**src/core/tmr_pkg.sv**
```systemverilog
// Package of register map, field layout, modes and counts for the 16-bit timer
package tmr_pkg;

	// Register byte addresses, one aligned word each, data in bits 7:0
	localparam logic [7:0] ADDR_CTRL_A = 8'h00;
	localparam logic [7:0] ADDR_CTRL_B = 8'h04;
	localparam logic [7:0] ADDR_CNT_LO = 8'h08;
	localparam logic [7:0] ADDR_CNT_HI = 8'h0C;
	localparam logic [7:0] ADDR_CMPA_LO = 8'h10;
	localparam logic [7:0] ADDR_CMPA_HI = 8'h14;
	localparam logic [7:0] ADDR_CMPB_LO = 8'h18;
	localparam logic [7:0] ADDR_CMPB_HI = 8'h1C;
	localparam logic [7:0] ADDR_CAP_LO = 8'h20;
	localparam logic [7:0] ADDR_CAP_HI = 8'h24;
	localparam logic [7:0] ADDR_FLAG = 8'h28;
	localparam logic [7:0] ADDR_MASK = 8'h2C;

	// Control B fields
	localparam int CS_LSB = 0;
	localparam int MODE_HI_LSB = 3;
	localparam int CAP_SRC_BIT = 5;
	localparam int CAP_EDGE_BIT = 6;
	localparam int CAP_FILT_BIT = 7;
	// Control A field
	localparam int MODE_LO_LSB = 0;

	// Flag and mask bit positions
	localparam int FLG_OVF = 0;
	localparam int FLG_MATCH_A = 1;
	localparam int FLG_MATCH_B = 2;
	localparam int FLG_CAPTURE = 3;
	localparam int FLG_W = 4;

	// Clock select codes
	localparam logic [2:0] CS_STOP = 3'h0;
	localparam logic [2:0] CS_DIV1 = 3'h1;
	localparam logic [2:0] CS_DIV8 = 3'h2;
	localparam logic [2:0] CS_DIV64 = 3'h3;
	localparam logic [2:0] CS_DIV256 = 3'h4;
	localparam logic [2:0] CS_DIV1024 = 3'h5;
	localparam logic [2:0] CS_EXT_FALL = 3'h6;
	localparam logic [2:0] CS_EXT_RISE = 3'h7;

	// Prescaler masks, tick when all masked bits are set
	localparam int PRESC_W = 10;
	localparam logic [9:0] MASK_DIV8 = 10'h007;
	localparam logic [9:0] MASK_DIV64 = 10'h03F;
	localparam logic [9:0] MASK_DIV256 = 10'h0FF;
	localparam logic [9:0] MASK_DIV1024 = 10'h3FF;

	// Count sequence modes
	localparam logic [3:0] MODE_NORMAL = 4'h0;
	localparam logic [3:0] MODE_PWM8 = 4'h1;
	localparam logic [3:0] MODE_PWM9 = 4'h2;
	localparam logic [3:0] MODE_PWM10 = 4'h3;
	localparam logic [3:0] MODE_CTC_CMPA = 4'h4;
	localparam logic [3:0] MODE_CTC_CAP = 4'hC;
	localparam logic [3:0] MODE_PWM_CAP = 4'hE;
	localparam logic [3:0] MODE_PWM_CMPA = 4'hF;

	// Count limits
	localparam logic [15:0] CNT_BOTTOM = 16'h0000;
	localparam logic [15:0] CNT_MAX = 16'hFFFF;
	localparam logic [15:0] TOP_8BIT = 16'h00FF;
	localparam logic [15:0] TOP_9BIT = 16'h01FF;
	localparam logic [15:0] TOP_10BIT = 16'h03FF;

	// Capture noise filter length in samples
	localparam int FILT_LEN = 4;

	// Bus responses
	localparam logic [1:0] RESP_OKAY = 2'h0;
	localparam logic [1:0] RESP_SLVERR = 2'h2;

endpackage : tmr_pkg

```
**src/core/tmr_cap_if.sv**
```systemverilog
// Interface between timer core and its capture input conditioner
`timescale 1ns/10ps
interface tmr_cap_if;
	logic capPin;
	logic cmpOut;
	logic useCmp;
	logic riseEdge;
	logic filterOn;
	logic capEvent;

	modport core (
		output capPin,
		output cmpOut,
		output useCmp,
		output riseEdge,
		output filterOn,
		input capEvent
	);

	modport unit (
		input capPin,
		input cmpOut,
		input useCmp,
		input riseEdge,
		input filterOn,
		output capEvent
	);
endinterface : tmr_cap_if

```
**src/core/tmr_capture_unit.sv**
```systemverilog
// Capture input synchroniser, noise filter and edge detector
`timescale 1ns/10ps
module tmr_capture_unit #(
	parameter int FILT_LEN = tmr_pkg::FILT_LEN
) (
	// Clock and reset
	input wire logic core_clk,
	input wire logic rst_n,
	// Conditioner link
	tmr_cap_if.unit cap
);

	logic pinMeta_q;
	logic pinSync_q;
	logic cmpMeta_q;
	logic cmpSync_q;
	logic [FILT_LEN-1:0] hist_q;
	logic filtLvl_q;
	logic prevLvl_q;
	logic event_q;
	logic srcLvl;
	logic curLvl;

	// Two-stage synchronisers for both sources
	always_ff @(posedge core_clk) begin
		if (!rst_n) begin
			pinMeta_q <= 1'b0;
			pinSync_q <= 1'b0;
			cmpMeta_q <= 1'b0;
			cmpSync_q <= 1'b0;
		end else begin
			pinMeta_q <= cap.capPin;
			pinSync_q <= pinMeta_q;
			cmpMeta_q <= cap.cmpOut;
			cmpSync_q <= cmpMeta_q;
		end
	end

	assign srcLvl = cap.useCmp ? cmpSync_q : pinSync_q;

	// Filter level changes only when all samples agree
	always_ff @(posedge core_clk) begin
		if (!rst_n) begin
			hist_q <= '0;
			filtLvl_q <= 1'b0;
		end else begin
			hist_q <= {hist_q[FILT_LEN-2:0], srcLvl};
			if (&hist_q) begin
				filtLvl_q <= 1'b1;
			end else if (~|hist_q) begin
				filtLvl_q <= 1'b0;
			end
		end
	end

	assign curLvl = cap.filterOn ? filtLvl_q : srcLvl;

	// Edge detector on the selected edge
	always_ff @(posedge core_clk) begin
		if (!rst_n) begin
			prevLvl_q <= 1'b0;
			event_q <= 1'b0;
		end else begin
			prevLvl_q <= curLvl;
			event_q <= cap.riseEdge ? (curLvl && !prevLvl_q) : (!curLvl && prevLvl_q);
		end
	end

	assign cap.capEvent = event_q;

endmodule : tmr_capture_unit

```
**src/core/tmr_timer16_core.sv**
```systemverilog
// Sixteen-bit timer with byte-wide register access over AXI4-Lite
//
// Function
// - Counter, compares, capture are byte-accessed 16-bit
// - One shared high-byte holding register
// - Low-byte write loads holding plus low
// - Counter or capture low-byte read copies high into holding
// - Compare reads return high byte directly
// - Bottom is 0x0000, maximum is 0xFFFF
// - Top from fixed values, compare A, capture
// - Compare A as top disables A PWM
// - Compare match sets flag, drives waveform
// - Capture on chosen edge, optional filter
// - Prescaler or external edge clocks counter
// - Four flags each with mask enable
// - Control registers are plain 8-bit
// - Counter high location reaches holding register only
// - Counter write beats clear and count
//
// The address map and the AXI4-Lite register port were left to the implementer.
`timescale 1ns/10ps
module tmr_timer16_core (
	// Clock and reset
	input wire logic core_clk,
	input wire logic rst_n,
	// AXI4-Lite write address
	input wire logic [7:0] s_axi_awaddr,
	input wire logic s_axi_awvalid,
	output logic s_axi_awready,
	// AXI4-Lite write data
	input wire logic [31:0] s_axi_wdata,
	input wire logic [3:0] s_axi_wstrb,
	input wire logic s_axi_wvalid,
	output logic s_axi_wready,
	// AXI4-Lite write response
	output logic [1:0] s_axi_bresp,
	output logic s_axi_bvalid,
	input wire logic s_axi_bready,
	// AXI4-Lite read address
	input wire logic [7:0] s_axi_araddr,
	input wire logic s_axi_arvalid,
	output logic s_axi_arready,
	// AXI4-Lite read data
	output logic [31:0] s_axi_rdata,
	output logic [1:0] s_axi_rresp,
	output logic s_axi_rvalid,
	input wire logic s_axi_rready,
	// Timer pins and power control
	input wire logic capturePin,
	input wire logic comparatorOut,
	input wire logic externalCountPin,
	input wire logic timerPowerOff,
	// Outputs
	output logic waveformOutA,
	output logic waveformOutB,
	output logic irq
);

	logic awready_q, wready_q, bvalid_q, arready_q, rvalid_q;
	logic [1:0] bresp_q, rresp_q;
	logic [31:0] rdata_q;
	logic [7:0] ctrlA_q, ctrlB_q, hold_q;
	logic [15:0] count_q, cmpABuf_q, cmpBBuf_q, cmpA_q, cmpB_q, capture_q;
	logic [tmr_pkg::FLG_W-1:0] flags_q, flags_d, mask_q, events, clrBits;
	logic [tmr_pkg::PRESC_W-1:0] presc_q;
	logic extMeta_q, extSync_q, extPrev_q, block_q, irq_q, waveA_q, waveB_q;
	logic wrFire, rdFire, wrEn;
	logic [7:0] wrByte, rdByte;
	logic wrCtrlA, wrCtrlB, wrHigh, wrCntLo, wrCmpALo, wrCmpBLo, wrCapLo, wrFlag, wrMask, wrOk;
	logic rdCntLo, rdCapLo, rdOk;
	logic [2:0] clkSel;
	logic [3:0] mode;
	logic tick, isPwm, capIsTop, atTop, atWrap;
	logic [15:0] topVal;

	tmr_cap_if capLink();

	tmr_capture_unit #(
		.FILT_LEN(tmr_pkg::FILT_LEN)
	) u_capture (
		.core_clk(core_clk),
		.rst_n(rst_n),
		.cap(capLink.unit)
	);

	assign capLink.capPin = capturePin;
	assign capLink.cmpOut = comparatorOut;
	assign capLink.useCmp = ctrlB_q[tmr_pkg::CAP_SRC_BIT];
	assign capLink.riseEdge = ctrlB_q[tmr_pkg::CAP_EDGE_BIT];
	assign capLink.filterOn = ctrlB_q[tmr_pkg::CAP_FILT_BIT];

	// Bus handshakes: write readies pulse once both address and data are offered, read ready once the address is
	assign wrFire = awready_q && wready_q && s_axi_awvalid && s_axi_wvalid;
	assign rdFire = arready_q && s_axi_arvalid;

	always_ff @(posedge core_clk) begin
		if (!rst_n) begin
			awready_q <= 1'b0;
			wready_q <= 1'b0;
			bvalid_q <= 1'b0;
			bresp_q <= tmr_pkg::RESP_OKAY;
		end else begin
			awready_q <= s_axi_awvalid && s_axi_wvalid && !awready_q && !bvalid_q;
			wready_q <= s_axi_awvalid && s_axi_wvalid && !awready_q && !bvalid_q;
			if (wrFire) begin
				bvalid_q <= 1'b1;
				bresp_q <= wrOk ? tmr_pkg::RESP_OKAY : tmr_pkg::RESP_SLVERR;
			end else if (s_axi_bready) begin
				bvalid_q <= 1'b0;
			end
		end
	end

	always_ff @(posedge core_clk) begin
		if (!rst_n) begin
			arready_q <= 1'b0;
			rvalid_q <= 1'b0;
			rdata_q <= '0;
			rresp_q <= tmr_pkg::RESP_OKAY;
		end else begin
			arready_q <= s_axi_arvalid && !arready_q && !rvalid_q;
			if (rdFire) begin
				rvalid_q <= 1'b1;
				rdata_q <= {24'h000000, rdByte};
				rresp_q <= rdOk ? tmr_pkg::RESP_OKAY : tmr_pkg::RESP_SLVERR;
			end else if (s_axi_rready) begin
				rvalid_q <= 1'b0;
			end
		end
	end

	// Write decode, data in byte lane 0
	assign wrEn = wrFire && s_axi_wstrb[0];
	assign wrByte = s_axi_wdata[7:0];

	always_comb begin
		wrCtrlA = 1'b0;
		wrCtrlB = 1'b0;
		wrHigh = 1'b0;
		wrCntLo = 1'b0;
		wrCmpALo = 1'b0;
		wrCmpBLo = 1'b0;
		wrCapLo = 1'b0;
		wrFlag = 1'b0;
		wrMask = 1'b0;
		wrOk = 1'b1;
		if (s_axi_awaddr == tmr_pkg::ADDR_CTRL_A) begin
			wrCtrlA = wrEn;
		end else if (s_axi_awaddr == tmr_pkg::ADDR_CTRL_B) begin
			wrCtrlB = wrEn;
		end else if (s_axi_awaddr == tmr_pkg::ADDR_CNT_LO) begin
			wrCntLo = wrEn;
		end else if (s_axi_awaddr == tmr_pkg::ADDR_CMPA_LO) begin
			wrCmpALo = wrEn;
		end else if (s_axi_awaddr == tmr_pkg::ADDR_CMPB_LO) begin
			wrCmpBLo = wrEn;
		end else if (s_axi_awaddr == tmr_pkg::ADDR_CAP_LO) begin
			wrCapLo = wrEn;
		end else if (s_axi_awaddr == tmr_pkg::ADDR_CNT_HI || s_axi_awaddr == tmr_pkg::ADDR_CMPA_HI
			|| s_axi_awaddr == tmr_pkg::ADDR_CMPB_HI || s_axi_awaddr == tmr_pkg::ADDR_CAP_HI) begin
			wrHigh = wrEn;
		end else if (s_axi_awaddr == tmr_pkg::ADDR_FLAG) begin
			wrFlag = wrEn;
		end else if (s_axi_awaddr == tmr_pkg::ADDR_MASK) begin
			wrMask = wrEn;
		end else begin
			wrOk = 1'b0;
		end
	end

	// Read decode
	always_comb begin
		rdByte = 8'h00;
		rdCntLo = 1'b0;
		rdCapLo = 1'b0;
		rdOk = 1'b1;
		if (s_axi_araddr == tmr_pkg::ADDR_CTRL_A) begin
			rdByte = ctrlA_q;
		end else if (s_axi_araddr == tmr_pkg::ADDR_CTRL_B) begin
			rdByte = ctrlB_q;
		end else if (s_axi_araddr == tmr_pkg::ADDR_CNT_LO) begin
			rdByte = count_q[7:0];
			rdCntLo = rdFire;
		end else if (s_axi_araddr == tmr_pkg::ADDR_CAP_LO) begin
			rdByte = capture_q[7:0];
			rdCapLo = rdFire;
		end else if (s_axi_araddr == tmr_pkg::ADDR_CNT_HI || s_axi_araddr == tmr_pkg::ADDR_CAP_HI) begin
			rdByte = hold_q;
		end else if (s_axi_araddr == tmr_pkg::ADDR_CMPA_LO) begin
			rdByte = cmpABuf_q[7:0];
		end else if (s_axi_araddr == tmr_pkg::ADDR_CMPA_HI) begin
			rdByte = cmpABuf_q[15:8];
		end else if (s_axi_araddr == tmr_pkg::ADDR_CMPB_LO) begin
			rdByte = cmpBBuf_q[7:0];
		end else if (s_axi_araddr == tmr_pkg::ADDR_CMPB_HI) begin
			rdByte = cmpBBuf_q[15:8];
		end else if (s_axi_araddr == tmr_pkg::ADDR_FLAG) begin
			rdByte = {{(8-tmr_pkg::FLG_W){1'b0}}, flags_q};
		end else if (s_axi_araddr == tmr_pkg::ADDR_MASK) begin
			rdByte = {{(8-tmr_pkg::FLG_W){1'b0}}, mask_q};
		end else begin
			rdOk = 1'b0;
		end
	end

	// Shared holding register, a write wins over a read copy
	always_ff @(posedge core_clk) begin
		if (!rst_n) begin
			hold_q <= 8'h00;
		end else if (wrHigh) begin
			hold_q <= wrByte;
		end else if (rdCntLo) begin
			hold_q <= count_q[15:8];
		end else if (rdCapLo) begin
			hold_q <= capture_q[15:8];
		end
	end

	// Control registers
	always_ff @(posedge core_clk) begin
		if (!rst_n) begin
			ctrlA_q <= 8'h00;
			ctrlB_q <= 8'h00;
		end else begin
			if (wrCtrlA) begin
				ctrlA_q <= wrByte;
			end
			if (wrCtrlB) begin
				ctrlB_q <= wrByte;
			end
		end
	end

	assign clkSel = ctrlB_q[tmr_pkg::CS_LSB +: 3];
	assign mode = {ctrlB_q[tmr_pkg::MODE_HI_LSB +: 2], ctrlA_q[tmr_pkg::MODE_LO_LSB +: 2]};
	assign isPwm = (mode == tmr_pkg::MODE_PWM8) || (mode == tmr_pkg::MODE_PWM9)
		|| (mode == tmr_pkg::MODE_PWM10) || (mode == tmr_pkg::MODE_PWM_CAP)
		|| (mode == tmr_pkg::MODE_PWM_CMPA);
	assign capIsTop = (mode == tmr_pkg::MODE_CTC_CAP) || (mode == tmr_pkg::MODE_PWM_CAP);

	// Top of the count sequence by mode
	always_comb begin
		case (mode)
			tmr_pkg::MODE_PWM8: topVal = tmr_pkg::TOP_8BIT;
			tmr_pkg::MODE_PWM9: topVal = tmr_pkg::TOP_9BIT;
			tmr_pkg::MODE_PWM10: topVal = tmr_pkg::TOP_10BIT;
			tmr_pkg::MODE_CTC_CMPA, tmr_pkg::MODE_PWM_CMPA: topVal = cmpA_q;
			tmr_pkg::MODE_CTC_CAP, tmr_pkg::MODE_PWM_CAP: topVal = capture_q;
			default: topVal = tmr_pkg::CNT_MAX;
		endcase
	end

	assign atTop = (count_q == topVal);
	assign atWrap = isPwm ? atTop : (count_q == tmr_pkg::CNT_MAX);

	// External count pin synchroniser and prescaler
	always_ff @(posedge core_clk) begin
		if (!rst_n) begin
			extMeta_q <= 1'b0;
			extSync_q <= 1'b0;
			extPrev_q <= 1'b0;
		end else begin
			extMeta_q <= externalCountPin;
			extSync_q <= extMeta_q;
			extPrev_q <= extSync_q;
		end
	end

	always_ff @(posedge core_clk) begin
		if (!rst_n || clkSel == tmr_pkg::CS_STOP || timerPowerOff) begin
			presc_q <= '0;
		end else begin
			presc_q <= presc_q + 1'b1;
		end
	end

	// Timer tick selection, no tick when stopped or powered off
	always_comb begin
		case (clkSel)
			tmr_pkg::CS_DIV1: tick = 1'b1;
			tmr_pkg::CS_DIV8: tick = (presc_q & tmr_pkg::MASK_DIV8) == tmr_pkg::MASK_DIV8;
			tmr_pkg::CS_DIV64: tick = (presc_q & tmr_pkg::MASK_DIV64) == tmr_pkg::MASK_DIV64;
			tmr_pkg::CS_DIV256: tick = (presc_q & tmr_pkg::MASK_DIV256) == tmr_pkg::MASK_DIV256;
			tmr_pkg::CS_DIV1024: tick = presc_q == tmr_pkg::MASK_DIV1024;
			tmr_pkg::CS_EXT_FALL: tick = !extSync_q && extPrev_q;
			tmr_pkg::CS_EXT_RISE: tick = extSync_q && !extPrev_q;
			default: tick = 1'b0;
		endcase
		if (timerPowerOff) begin
			tick = 1'b0;
		end
	end

	// Counter
	always_ff @(posedge core_clk) begin
		if (!rst_n) begin
			count_q <= tmr_pkg::CNT_BOTTOM;
		end else if (wrCntLo) begin
			count_q <= {hold_q, wrByte};
		end else if (tick) begin
			count_q <= atTop ? tmr_pkg::CNT_BOTTOM : count_q + 16'h0001;
		end
	end

	// A counter write suppresses matches up to and including the next tick
	always_ff @(posedge core_clk) begin
		if (!rst_n) begin
			block_q <= 1'b0;
		end else if (wrCntLo) begin
			block_q <= 1'b1;
		end else if (tick) begin
			block_q <= 1'b0;
		end
	end

	// Compare buffers and active compare values
	always_ff @(posedge core_clk) begin
		if (!rst_n) begin
			cmpABuf_q <= 16'h0000;
			cmpBBuf_q <= 16'h0000;
		end else begin
			if (wrCmpALo) begin
				cmpABuf_q <= {hold_q, wrByte};
			end
			if (wrCmpBLo) begin
				cmpBBuf_q <= {hold_q, wrByte};
			end
		end
	end

	always_ff @(posedge core_clk) begin
		if (!rst_n) begin
			cmpA_q <= 16'h0000;
			cmpB_q <= 16'h0000;
		end else if (!isPwm || (tick && atTop)) begin
			cmpA_q <= cmpABuf_q;
			cmpB_q <= cmpBBuf_q;
		end
	end

	// Capture register
	always_ff @(posedge core_clk) begin
		if (!rst_n) begin
			capture_q <= 16'h0000;
		end else if (wrCapLo) begin
			capture_q <= {hold_q, wrByte};
		end else if (capLink.capEvent && !capIsTop) begin
			capture_q <= count_q;
		end
	end

	// Events and sticky flags, a set beats a same-cycle clear
	always_comb begin
		events = '0;
		events[tmr_pkg::FLG_OVF] = tick && !wrCntLo && atWrap;
		events[tmr_pkg::FLG_MATCH_A] = tick && !wrCntLo && !block_q && (count_q == cmpA_q);
		events[tmr_pkg::FLG_MATCH_B] = tick && !wrCntLo && !block_q && (count_q == cmpB_q);
		events[tmr_pkg::FLG_CAPTURE] = capLink.capEvent && !capIsTop;
		clrBits = wrFlag ? wrByte[tmr_pkg::FLG_W-1:0] : '0;
		flags_d = (flags_q & ~clrBits) | events;
	end

	always_ff @(posedge core_clk) begin
		if (!rst_n) begin
			flags_q <= '0;
			mask_q <= '0;
			irq_q <= 1'b0;
		end else begin
			flags_q <= flags_d;
			if (wrMask) begin
				mask_q <= wrByte[tmr_pkg::FLG_W-1:0];
			end
			irq_q <= |(flags_d & (wrMask ? wrByte[tmr_pkg::FLG_W-1:0] : mask_q));
		end
	end

	// Waveform outputs: compare in PWM modes, toggle on match otherwise
	always_ff @(posedge core_clk) begin
		if (!rst_n) begin
			waveA_q <= 1'b0;
			waveB_q <= 1'b0;
		end else if (isPwm) begin
			waveA_q <= (mode != tmr_pkg::MODE_PWM_CMPA) && (count_q < cmpA_q);
			waveB_q <= count_q < cmpB_q;
		end else begin
			if (events[tmr_pkg::FLG_MATCH_A]) begin
				waveA_q <= !waveA_q;
			end
			if (events[tmr_pkg::FLG_MATCH_B]) begin
				waveB_q <= !waveB_q;
			end
		end
	end

	assign s_axi_awready = awready_q;
	assign s_axi_wready = wready_q;
	assign s_axi_bresp = bresp_q;
	assign s_axi_bvalid = bvalid_q;
	assign s_axi_arready = arready_q;
	assign s_axi_rdata = rdata_q;
	assign s_axi_rresp = rresp_q;
	assign s_axi_rvalid = rvalid_q;
	assign waveformOutA = waveA_q;
	assign waveformOutB = waveB_q;
	assign irq = irq_q;

endmodule : tmr_timer16_core

```
**config.mk**
```make
export PLATFORM = sky130hd
export DESIGN_NAME = tmr_timer16_core
export DESIGN_NICKNAME = d
export VERILOG_FILES = /design/src/core/tmr_pkg.sv /design/src/core/tmr_cap_if.sv /design/src/core/tmr_capture_unit.sv /design/src/core/tmr_timer16_core.sv
export SDC_FILE = /design/constraint.sdc
export NUM_CORES = 1
export LEC_CHECK = 0
export BUFFER_PORTS_ARGS = -buffer_cell sky130_fd_sc_hd__buf_2
export CAP_MARGIN = 15
export CORE_MARGIN = 3
export CORE_UTILIZATION = 59
export CTS_BUF_LIST = sky130_fd_sc_hd__clkbuf_16
export DETAILED_ROUTE_END_ITERATION = 10
export PLACE_DENSITY = 0.77
export SYNTH_ARGS = -nofsm -noshare
export SYNTH_HDL_FRONTEND = slang
export SYNTH_SLANG_ARGS = --single-unit
```
**constraint.sdc**
```tcl
create_clock -name core_clk -period 3.2 [get_ports core_clk]
set_clock_uncertainty 0.1 [all_clocks]
set_input_delay 0.64 -clock core_clk [delete_from_list [all_inputs] [get_ports core_clk]]
set_output_delay 0.64 -clock core_clk [all_outputs]
set_load 0.005 [all_outputs]
```
# Word level (Yosys, flattened, before mapping)
# Index checks and enable logic that the tools add are counted.
dict set report classes {
  n_addsub 2
  magnitude_cmp 2
  n_eq_ne 46
  muxes 114
  bitwise 4
  n_reduce_logical 63
}
# op n
set op_table {}
lappend op_table {{2-to-1 mux 8 bit} 12}
lappend op_table {{2-to-1 mux 1 bit} 89}
lappend op_table {{2-to-1 mux 16 bit} 5}
lappend op_table {{case mux 16 bit (5 select lines)} 1}
lappend op_table {{equality test 8 x 5 -> 1 bit (second input constant)} 8}
lappend op_table {{equality test 8 x 6 -> 1 bit (second input constant)} 8}
lappend op_table {{equality test 16 bit} 3}
lappend op_table {{equality test 8 x 4 -> 1 bit (second input constant)} 4}
lappend op_table {{< comparator 16 bit} 2}
lappend op_table {{logical AND 1 bit} 21}
lappend op_table {{adder 16 x 1 -> 16 bit (second input constant)} 1}
lappend op_table {{equality test 16 bit (second input constant)} 1}
lappend op_table {{equality test 8 x 3 -> 1 bit (second input constant)} 2}
lappend op_table {{logical NOT 8 bit} 2}
lappend op_table {{2-to-1 mux 4 bit} 4}
lappend op_table {{equality test 3 bit (second input constant)} 5}
lappend op_table {{logical NOT 1 bit} 15}
lappend op_table {{equality test 4 bit (second input constant)} 3}
lappend op_table {{logical OR 1 bit} 12}
lappend op_table {{nonzero test 2 bit} 6}
lappend op_table {{adder 10 x 1 -> 10 bit (second input constant)} 1}
lappend op_table {{equality test 10 bit (second input constant)} 1}
lappend op_table {{AND 4 bit} 2}
lappend op_table {{equality test 4 x 2 -> 1 bit (second input constant)} 2}
lappend op_table {{17 further kinds} 21}
dict set report totals {
  regBits 172
  inputBits 63
  output_inout_bits 44
  word_cells 265
}

# Logic depth before layout (Yosys ltp)
# Gate-level depths: netlist of run 1.
dict set report logic_depth {
  ltp_word 17
  mapped_depth 13
  mapped_depth_nobuf 10
}

# Modules after synthesis
# Synthesis of run 1 repeated with hierarchy kept, for this count alone.
dict set report unflattened {
  hier_cells 1200
  area_unflattened_um2 9848.2
}
# module n_inst cells_per_inst area_each_um2 seq_area_each_um2
set modules_own_cells {}
lappend modules_own_cells {tmr_timer16_core 1 1168 9485.3 3183.1}
lappend modules_own_cells {tmr_capture_unit 1 32 362.8 220.2}

# Least setup slack after synthesis of run 1
# OpenSTA, ideal clock, no wires.
dict set report synth_timing {
  path_type {input to register}
  start {input port s_axi_araddr[4]}
  end {register rdata_q[4] (netlist: s_axi_rdata[4])}
  setup_ns 0.065
  t_arrival_ns 2.644
  required_time_ns 3.035
  setup_slack_ns 0.391
  stages 8
  path_buffers 1
  path_cell_list {nor4b_1 clkbuf_1 mux2i_1 nor3_1 a221oi_1 a311oi_1 a21oi_1 nor2_1}
}
dict set report synth_between {
  elab_chain_cells 10
  elab_cells_between_ends 20
  cone_classes {9 x eq/ne; 9 x mux; 2 x reduce/logical}
}
# item line
set synth_lines {}
lappend synth_lines {{start, declared} tmr_timer16_core.sv:40} ;# input wire logic [7:0] s_axi_araddr,
lappend synth_lines {{equality test 8 x 5 -> 1 bit} tmr_timer16_core.sv:195} ;# end else if (s_axi_araddr == tmr_pkg::ADDR_CMPB_HI) begin
lappend synth_lines {{2-to-1 mux 8 bit} tmr_timer16_core.sv:195}
lappend synth_lines {{2-to-1 mux 8 bit} tmr_timer16_core.sv:193} ;# end else if (s_axi_araddr == tmr_pkg::ADDR_CMPB_LO) begin
lappend synth_lines {{2-to-1 mux 8 bit} tmr_timer16_core.sv:191} ;# end else if (s_axi_araddr == tmr_pkg::ADDR_CMPA_HI) begin
lappend synth_lines {{2-to-1 mux 8 bit} tmr_timer16_core.sv:189} ;# end else if (s_axi_araddr == tmr_pkg::ADDR_CMPA_LO) begin
lappend synth_lines {{2-to-1 mux 8 bit} tmr_timer16_core.sv:187} ;# end else if (s_axi_araddr == tmr_pkg::ADDR_CNT_HI || s_axi_araddr == tmr_pkg::ADDR_CAP_HI) begin
lappend synth_lines {{2-to-1 mux 8 bit} tmr_timer16_core.sv:184} ;# end else if (s_axi_araddr == tmr_pkg::ADDR_CAP_LO) begin
lappend synth_lines {{2-to-1 mux 8 bit} tmr_timer16_core.sv:181} ;# end else if (s_axi_araddr == tmr_pkg::ADDR_CNT_LO) begin
lappend synth_lines {{2-to-1 mux 8 bit} tmr_timer16_core.sv:179} ;# end else if (s_axi_araddr == tmr_pkg::ADDR_CTRL_B) begin
lappend synth_lines {{2-to-1 mux 8 bit *} tmr_timer16_core.sv:177} ;# if (s_axi_araddr == tmr_pkg::ADDR_CTRL_A) begin
lappend synth_lines {{end signal, assigned} tmr_timer16_core.sv:124} ;# rdata_q <= {24'h000000, rdByte};
lappend synth_lines {{end, declared} tmr_timer16_core.sv:61} ;# logic [31:0] rdata_q;
# Mark *: on every way between the ends. The rest lies on a longest branch, timed or not.
# A chain may end at the register's enable or synchronous reset.

# Final worst setup path of run 1
dict set report layout_timing {
  start {register ctrlA_q[0]}
  end {register flags_q[0] (netlist bit)}
}
dict set report layout_between {
  elab_chain_cells 8
  elab_cells_between_ends 18
  cone_classes {8 x eq/ne; 2 x mux; 1 x bitwise; 7 x reduce/logical}
}
# item line
set layout_lines {}
lappend layout_lines {{start, declared} tmr_timer16_core.sv:62} ;# logic [7:0] ctrlA_q, ctrlB_q, hold_q;
lappend layout_lines {{start signal, assigned} tmr_timer16_core.sv:226} ;# ctrlA_q <= wrByte;
lappend layout_lines {{branches (longest 5 deep; another with case mux 16 bit (5 select lines))} n/a}
lappend layout_lines {{2-to-1 mux 1 bit *} tmr_timer16_core.sv:254} ;# assign atWrap = isPwm ? atTop : (count_q == tmr_pkg::CNT_MAX);
lappend layout_lines {{logical AND 1 bit *} tmr_timer16_core.sv:355} ;# events[tmr_pkg::FLG_OVF] = tick && !wrCntLo && atWrap;
lappend layout_lines {{bitwise OR 4 bit *} tmr_timer16_core.sv:360} ;# flags_d = (flags_q & ~clrBits) | events;
lappend layout_lines {{end signal, assigned} tmr_timer16_core.sv:369} ;# flags_q <= flags_d;
lappend layout_lines {{end, declared} tmr_timer16_core.sv:64} ;# logic [tmr_pkg::FLG_W-1:0] flags_q, flags_d, mask_q, events, clrBits;
# Mark *: on every way between the ends.

==> results of run 1 <==
-- path summary, 6_finish.rpt --
| check | start | end | slack [ps] | depth (start not counted) |
|---|---|---|---|---|
| worst min-delay path | capturePin | u_capture.pinMeta_q | 310 | 2 |
| worst max register to register | ctrlA_q[0] | flags_q[0] | 110 | 12 |
| worst min register to register | u_capture.pinMeta_q | u_capture.pinSync_q | 340 | 1 |
| worst max-delay path | ctrlA_q[0] | flags_q[0] | 110 | 12 |
-- cells by family (layout without fill, tap and decap cells) --
family,count (synthesis),after routing,share of synthesized area
fa+ha+maj,35,35,0.0450
other cells,1,26,0.000385
mux,85,85,0.0879
compound gates,262,262,0.180
simple gates,499,499,0.239
flops,170,170,0.350
buf+inv,165,200,0.0786
xor+xnor,22,22,0.0198
-- routing by layer --
metal / up-vias / part of all wire / wire length, um / GRT usage
li1: 4404 / - / - / -
met1: 4396 / 0.39 / 12400 / 0.477
met2: 646 / 0.41 / 13200 / 0.518
met3: 143 / 0.13 / 4090 / 0.0829
met4: 2 / 0.066 / 2120 / 0.185
met5: - / 0.00041 / 13 / 0
-- cell type report --
class | instances | share of cell area
flip-flops and latches | 170 | 0.313
repair buffers | 119 | 0.0722
clock inverters | 14 | 0.0138
multi-input cells | 929 | 0.520
well taps | 216 | 0.0248
inverters | 50 | 0.0172
clock buffers | 17 | 0.0391
-- synthesized netlist by cell type (5+ instances only) --
library cell and number:
dfxtp_1 170, nand2_1 170, nor2_1 146, a21oi_1 87, mux2i_1 81, clkbuf_1 70
inv_1 49, ha_1 35, nand3_1 31, a211oi_1 30, o21ai_0 29, buf_4 27
nor3_1 26, and2_1 23, nand4_1 18, o22ai_1 16, xnor2_1 13, nand2b_1 12
and3_1 11, nor2b_1 11, nor4_1 10, xor2_1 9, a22oi_1 8, buf_1 8
or3_1 8, a31oi_1 7, o21a_1 7, a221oi_1 6, nor3b_1 6, o22a_1 6
a21o_1 5, buf_2 5, buf_6 5, nand4b_1 5, o211ai_1 5
-- flip-flops by register name (all words and copies together), names as in the netlist, 4 cells and up --
signal            flops
s_axi_rdata           8
count_q              16
presc_q              10
cmpA_q               16
mask_q                4
capture_q            16
ctrlB_q               8
flags_q               4
u_capture.hist_q      4
hold_q                8
ctrlA_q               8
cmpB_q               16
cmpBBuf_q            16
cmpABuf_q            16
-- per-stage QoR --
stage	utilization	setup slack, ps	setup TNS [ps]	instances
final	0.680	114	0	1515
after global routing	0.680	-95.8	-183	1515
after CTS	0.680	211	0	1515
after detailed placement	0.644	254	0	1484
after global placement	0.644	236	0	1484
after floorplan	-	391	0	1264
-- what timing repair did --
| item | in CTS | in global routing |
|---|---|---|
| gates resized for setup | 0 | 1 |
| setup endpoints to repair | 0 | 2 |
| buffers inserted | 0 | 0 |
-- worst max-delay path: cells and delay by family, from the launching register on --
kind,cells,cell delay (ps)
flops,1,450
compound gates,4,1230
buf+inv,4,780
simple gates,4,450
-- power by group --
part | switching, uW | internal, uW | total [uW]
combinational | 136 | 53.3 | 189
sequential | 5.90 | 2120 | 2130
clock | 966 | 1110 | 2070
total | 1110 | 3280 | 4390
==> results.py, run 1 <==
metrics = {
    "outcome": {
        "status": "finished, final reports clean",
    },
    "critical_path": {
        "cp.required_ps": 3480,
        "crit_path_frequent_cell": "buf_4",
        "path_cells": "buf_4, nand2b_1, buf_4, nor3_1, o21ai_0, o211ai_1, a2111oi_1, nand4b_1, buf_4, o41ai_1, buf_4, and2_1",
        "crit_type": "register to register",
        "cp_max_fo": 13,
        "worst_setup_path_start_kind": "register",
        "cpMaxStageDelayCell": "dfxtp_1",
        "cp.arrival_ps": 3370,
        "critPathMaxStageDelay_ps": 450,
        "worstSetupEndpointType": "register",
    },
    "timing": {
        "whs_ps": 307,
        "min_period_ps": 3090,
        "hold_viol_final": 0,
        "worstMarginPinSlew_ps": 1170,
        "clock.fmax_mhz": 324,
        "setup-violations-final": 0,
        "relSlewSlack": 0.205,
        "drv_slew": 0,
        "finalCritPeriodShare": 0.964,
    },
    "layout": {
        "drive_gt1_frac": 0.127,
        "n_antenna_cell": 0,
        "fillerInstances": 1400,
        "register_area_sq_um": 3400,
        "layout_common_cells": "nand2_1 (170), dfxtp_1 (170), nor2_1 (146), a21oi_1 (87), mux2i_1 (81)",
        "final_area_sq_um": 10900,
        "multi_input_area_sq_um": 5670,
        "area_delta_synth_final_pct": 11.9,
        "nets": 1385,
    },
    "detailed_routing": {
        "drc": 0,
        "routed_wl_um": 31900,
        "drt_pre_antenna_iters": 8,
        "drt_iter0_drc": 1321,
        "vias": 9591,
        "post_drt_wl_per_cell_um": 21.1,
        "vias_per_cell": 6.33,
        "ant_nets": 0,
    },
    "global_route": {
        "antenna_found_initial": 1,
        "grt_pass1_wl_um": 48900,
        "grt_max_degree": 92,
        "grt_pass1_vias": 8759,
        "overflow": 0,
        "track_usage": 0.351,
    },
    "synthesis": {
        "synth-main-ff-cell": "dfxtp_1",
        "ys_types": 79,
        "yosysWarnings": 0,
        "synth-edff-count": 0,
        "synth-seq-cells": 170,
        "synth_async_sr_flop_share": 0,
        "synth_top_area_share": 0.350,
        "synthTopCellsByArea": "dfxtp_1 (35%), mux2i_1 (8.3%), nand2_1 (6.6%)",
        "ys_seq_area_frac": 0.350,
        "postSynthAreaPerCell_sq_um": 7.85,
        "syn_inst": 1239,
        "yosysTopAreaCell": "dfxtp_1",
        "synthesis.area_sq_um": 9730,
    },
    "clocking": {
        "clkSinkCount": 170,
        "clock_latency_ps": 440,
        "clkTransAtPathRegs_ps": 70,
        "clockBufferDepth": 2,
        "clock_tree.root_cell": "clkbuf_16",
        "cts_inserted_buffers": 17,
        "cts_htree_levels": 4,
        "hold_buffers": 0,
        "tritoncts": "yes",
    },
    "run": {
        "maxCapViolCount": 0,
    },
    "floorplanning": {
        "die_h_um": 134,
        "core_sq_um": 16000,
        "die_w_um": 134,
        "io_pins": 107,
        "placement_rows": 46,
        "die-area_sq_um": 18100,
        "start_util": 0.608,
    },
    "placement": {
        "hpwlAfterDp_um": 23100,
        "port_buffers": 53,
        "place_area_sq_um": 10300,
        "gp_congestion": 0.979,
    },
    "pwr": {
        "total_power_uw": 4390,
        "p_leak_uw": 0.00433,
        "p_per_area_nw_per_um2": 403,
        "max-vdd-ir-drop_mv": 0.343,
    },
    "min_path": {
        "min_path_type": "input port to register",
    },
}
Power figures use the tool's default switching activity.
==> run 2: changes to the inputs <==
--- a/config.mk
+++ b/config.mk
@@ -7,8 +7,10 @@
 export LEC_CHECK = 0
 export BUFFER_PORTS_ARGS = -buffer_cell sky130_fd_sc_hd__buf_2
 export CAP_MARGIN = 15
+export CELL_PAD_IN_SITES_DETAIL_PLACEMENT = 1
+export CELL_PAD_IN_SITES_GLOBAL_PLACEMENT = 1
 export CORE_MARGIN = 3
-export CORE_UTILIZATION = 59
+export CORE_UTILIZATION = 44
 export CTS_BUF_LIST = sky130_fd_sc_hd__clkbuf_16
 export DETAILED_ROUTE_END_ITERATION = 10
 export PLACE_DENSITY = 0.77
==> run 2 against run 1 <==
Effect of this change:
- register-to-register slack improved by 70 ps
- via count rose by 0.29%
- first-iteration DRC count fell by 40%
- hold slack got worse by 0.75 ps
- clock-buffer cell count did not move
- flip-flop and latch count did not move
- fmax rose by 2.4%
- die area rose by 32%
- critical path type unchanged
- largest power group unchanged
==> results.py, run 2 (synthesis gave the netlist of run 1 again) <==
metrics = {
    "timing": {
        "drv_slew": 0,
        "hold_viol_final": 0,
        "fin_tns_setup_ps": 0,
        "min_period_ps": 3010,
        "rsz0062_at_grt": "false",
        "clock.fmax_mhz": 332,
        "setup-violations-final": 0,
        "worstMarginPinSlew_ps": 891,
        "relSlewSlack": 0.403,
        "finalCritPeriodShare": 0.942,
    },
    "critical_path": {
        "worst_setup_path_start_kind": "register",
        "cp_max_fo": 26,
        "cp.arrival_ps": 3260,
        "crit_type": "register to register",
        "cp.required_ps": 3450,
        "rr_startpoint": "ctrlA_q[1]",
        "cp-startpoint": "ctrlA_q[1]",
        "worstSetupEndpointType": "register",
    },
    "placement": {
        "place_area_sq_um": 10500,
        "hpwlAfterDp_um": 27600,
        "port_buffers": 53,
        "dpl.cell_count": 1554,
        "gp_congestion": 0.955,
    },
    "detailed_routing": {
        "drt_pre_antenna_iters": 6,
        "post_drt_wl_per_cell_um": 23.2,
        "vias": 9619,
        "routed_wl_um": 36700,
        "ant_nets": 0,
        "drc": 0,
        "vias_per_cell": 6.06,
        "drt_iter0_drc": 792,
    },
    "clocking": {
        "clock_tree.root_cell": "clkbuf_16",
        "hold_buffers": 0,
        "clockBufferDepth": 2,
        "post_cts_resized": 0,
        "clkSinkCount": 170,
        "post_cts_buffers": 0,
        "clkTransAtPathRegs_ps": 70,
        "clock_latency_ps": 440,
        "cts_htree_levels": 4,
        "cts_inserted_buffers": 17,
        "tritoncts": "yes",
    },
    "layout": {
        "area_delta_synth_final_pct": 13.8,
        "layout_common_cells": "nand2_1 (170), dfxtp_1 (167), nor2_1 (146), a21oi_1 (87), mux2i_1 (81)",
        "final_area_sq_um": 11100,
        "n_antenna_cell": 0,
        "nets": 1397,
        "final-instance-count-excl-fill": 1586,
        "fin_util": 0.519,
        "drive_gt1_frac": 0.139,
        "final_common_cell": "nand2_1",
    },
    "pwr": {
        "pwr-share-seq": 0.490,
        "p_per_area_nw_per_um2": 393,
        "p_leak_uw": 0.00439,
        "comb_power_share": 0.045,
        "p_switching_uw": 1090,
        "max-vdd-ir-drop_mv": 0.333,
        "p_clk_frac": 0.465,
        "p_int_uw": 3260,
        "total_power_uw": 4350,
        "p_sw_frac": 0.250,
    },
    "floorplanning": {
        "die-area_sq_um": 23900,
        "core_sq_um": 21400,
        "placement_rows": 53,
        "start_util": 0.456,
        "io_pins": 107,
        "die_w_um": 155,
        "die_h_um": 155,
    },
    "min_path": {
        "min_path_type": "input port to register",
        "min_from": "capturePin",
    },
    "global_route": {
        "track_usage": 0.306,
        "overflow": 0,
        "grt_pass1_wl_um": 56500,
        "grt_pass1_vias": 9702,
        "antenna_found_initial": 1,
        "grt_max_degree": 55,
    },
    "run": {
        "maxCapViolCount": 0,
    },
    "outcome": {
        "status": "finished, final reports clean",
    },
}
==> run 2: area by class of cell <==
cell class | count | area, sq um
Timing Repair Buffer | 131 | 888
Sequential cell | 170 | 3410
Fill cell | 2664 | 10300
Multi-Input combinational cell | 929 | 5690
Clock buffer | 17 | 425
Clock inverter | 14 | 135
Inverter | 50 | 188
Tap cell | 275 | 344
==> run 2: critical path, stage by stage, from the launching register on <==
cell and delay, ps:
dfxtp_1 390, buf_4 200, or2_1 270, o311ai_2 350
buf_4 180, a221o_1 150, o21ai_0 100, a2bb2oi_1 230
nand4b_1 220, o21ba_2 220, buf_12 240, mux2i_1 250
==> run 2: worst paths after layout <==
kind | endpoint | slack [ps] | cells after the start
max | cmpB_q[1] | 190 | 11
max reg2reg | cmpB_q[1] | 190 | 11
min reg2reg | extSync_q | 340 | 1
min | u_capture.pinMeta_q | 310 | 2
==> run 2: power groups by stage <==
| stage | combinational, uW | sequential (uW) | clock [uW] |
|---|---|---|---|
| final | 196 | 2130 | 2020 |
| after floorplan | 124 | 2180 | 0 |
| after CTS | 191 | 2130 | 2030 |
| after global routing | 211 | 2130 | 2130 |
| after global placement | 187 | 2180 | 0 |
| after detailed placement | 190 | 2180 | 0 |
==> run 2: metrics by stage <==
step | setup slack [ps] | hold slack, ps
finish | 186 | 306
global route | 10.3 | 313
CTS | 99.6 | 302
detailed placement | 174 | 325
global placement | 204 | 315
floorplan | 391 | 312
==> run 2: layer usage <==
metal | part of all wire | GRT usage | vias to the layer above
met2 | 0.45 | 0.495 | 397
met3 | 0.069 | 0.0579 | 107
met5 | 0.00019 | 0 | -
li1 | - | - | 4437
met4 | 0.050 | 0.132 | 2
met1 | 0.43 | 0.400 | 4676
==> run 3: changes to the inputs <==
--- a/config.mk
+++ b/config.mk
@@ -13,7 +13,7 @@
 export CORE_UTILIZATION = 44
 export CTS_BUF_LIST = sky130_fd_sc_hd__clkbuf_16
 export DETAILED_ROUTE_END_ITERATION = 10
-export PLACE_DENSITY = 0.77
+export PLACE_DENSITY_LB_ADDON = 0.12
 export SYNTH_ARGS = -nofsm -noshare
 export SYNTH_HDL_FRONTEND = slang
 export SYNTH_SLANG_ARGS = --single-unit
==> run 3 against run 2 <==
Effect of this change:
- clock power up 4%
- first-iteration DRC count up 4.9%
- non-clock buffer count up 9
- setup slack worse by 68 ps
- via count up 0.49%
- utilization up 0.24 points
- critical path depth down 1
- critical endpoint is now cmpB_q[13]
- total power up 2.0%
- design area up 0.46%
- flip-flop and latch count unchanged
==> results.py, run 3 (synthesis gave the netlist of run 1 again) <==
metrics = {
    "outcome": {
        "status": "finished, final reports clean",
    },
    "critical_path": {
        "path_cells": "nor2b_1, a2111oi_0, buf_4, o32ai_1, o41a_1, nor4_1, nand4b_1, o21ba_2, buf_12, mux2i_1",
        "r2r_slack_ps": 120,
        "cp.required_ps": 3420,
        "worstSetupEndpointType": "register",
        "cpMaxStageDelayCell": "o41a_1",
        "rr_startpoint": "count_q[10]",
        "cp_max_fo": 25,
        "rr_endpoint": "cmpB_q[13]",
        "crit_type": "register to register",
        "cp.arrival_ps": 3300,
        "worst_setup_path_start_kind": "register",
        "r2r_cells": 10,
        "critPathMaxStageDelay_ps": 480,
    },
    "global_route": {
        "grt_pass1_vias": 9564,
        "grt_pass1_wl_um": 57800,
        "antenna_found_initial": 1,
        "track_usage": 0.313,
        "grt_max_degree": 92,
        "overflow": 0,
    },
    "clocking": {
        "clock_latency_ps": 440,
        "cts_inserted_buffers": 17,
        "clkSinkCount": 170,
        "tritoncts": "yes",
        "post_cts_buffers": 0,
        "clockBufferDepth": 2,
        "clock_tree.root_cell": "clkbuf_16",
        "clkTransAtPathRegs_ps": 70,
        "cts_htree_levels": 4,
    },
    "layout": {
        "multi_input_area_sq_um": 5680,
        "final-instance-count-excl-fill": 1596,
        "register_area_sq_um": 3400,
        "final_area_sq_um": 11100,
        "nets": 1406,
        "area_delta_synth_final_pct": 14.4,
        "layout_common_cells": "nand2_1 (170), dfxtp_1 (170), nor2_1 (146), a21oi_1 (87), buf_4 (84)",
        "fillerInstances": 2686,
        "drive_gt1_frac": 0.142,
        "n_antenna_cell": 0,
    },
    "timing": {
        "setup-violations-final": 0,
        "drv_slew": 0,
        "clock.fmax_mhz": 324,
        "worstMarginPinSlew_ps": 657,
        "finalCritPeriodShare": 0.963,
        "fin_tns_setup_ps": 0,
        "whs_ps": 302,
        "min_period_ps": 3080,
        "relSlewSlack": 0.562,
        "rsz0062_at_grt": "false",
        "hold_viol_final": 0,
    },
    "min_path": {
        "min_path_type": "input port to register",
        "min_from": "capturePin",
        "min_path_cells": 2,
        "min_to": "u_capture.pinMeta_q",
    },
    "placement": {
        "place_area_sq_um": 10500,
        "hpwlAfterDp_um": 27800,
        "gp_congestion": 0.917,
        "port_buffers": 53,
        "dpl.cell_count": 1564,
    },
    "detailed_routing": {
        "drt_iter0_drc": 831,
        "drt_pre_antenna_iters": 5,
        "ant_nets": 0,
        "post_drt_wl_per_cell_um": 23.7,
        "vias": 9666,
        "routed_wl_um": 37800,
        "vias_per_cell": 6.06,
        "drc": 0,
    },
    "floorplanning": {
        "die-area_sq_um": 23900,
        "core_sq_um": 21400,
        "placement_rows": 53,
        "die_w_um": 155,
        "io_pins": 107,
        "die_h_um": 155,
        "start_util": 0.456,
    },
    "pwr": {
        "max-vdd-ir-drop_mv": 0.307,
        "p_leak_uw": 0.00442,
        "p_per_area_nw_per_um2": 399,
    },
    "run": {
        "maxCapViolCount": 0,
    },
}
run 3: through the flow:
stage                     power, uW   util  worst slack [ps]
final                          4440  0.521               118
after global routing           4570  0.521              6.30
after CTS                      4440  0.521               109
after detailed placement       2380  0.494               133
after global placement         2370  0.494               141
after floorplan                2300      -               391
run 3: worst max path at each step:
stage          cells after the start  slack, ps             from        endpoint
2_1_floorplan                      8        390  s_axi_araddr[4]  s_axi_rdata[4]
3_3_place_gp                      11        140       ctrlB_q[4]       cmpB_q[5]
3_5_place_dp                      10        130      count_q[10]      cmpA_q[11]
4_1_cts                           10        110      count_q[10]      cmpB_q[13]
5_1_grt                           10          6       cmpA_q[10]       cmpB_q[4]
6_report                          10        120      count_q[10]      cmpB_q[13]
run 3: cell type report:
| cell class | count | share of cell area |
|---|---|---|
| inverters | 50 | 0.0169 |
| clock inverters | 15 | 0.0136 |
| multi-input cells | 929 | 0.510 |
| flip-flops and latches | 170 | 0.306 |
| repair buffers | 140 | 0.0845 |
| clock buffers | 17 | 0.0382 |
| well taps | 275 | 0.0309 |
run 3: layer usage:
layer,vias up,track usage,share of wire
met5,-,0,0.00026
met4,2,0.125,0.040
met3,87,0.0501,0.060
met2,367,0.501,0.46
met1,4750,0.424,0.44
li1,4460,-,-
run 3: worst max-delay path: cells and delay by family (launching register included):
kind	cells	cell delay, ps
flip-flops	1	310
multiplexers	1	140
AND/OR/NAND/NOR	3	730
buffers and inverters	2	390
AO/OA/AOI/OAI	4	1280
run 3: repair_timing:
| item | CTS | global route |
|---|---|---|
| resized for setup | 0 | 2 |
| hold buffers | 0 | 0 |
| setup endpoints to repair | 0 | 3 |
run 3: power by group:
part	switching, uW	total (uW)	internal, uW	leakage, uW
registers	5.93	2130	2120	0.00137
clock network	1000	2110	1100	0.000279
logic	146	202	55.6	0.00277
total	1150	4440	3280	0.00442
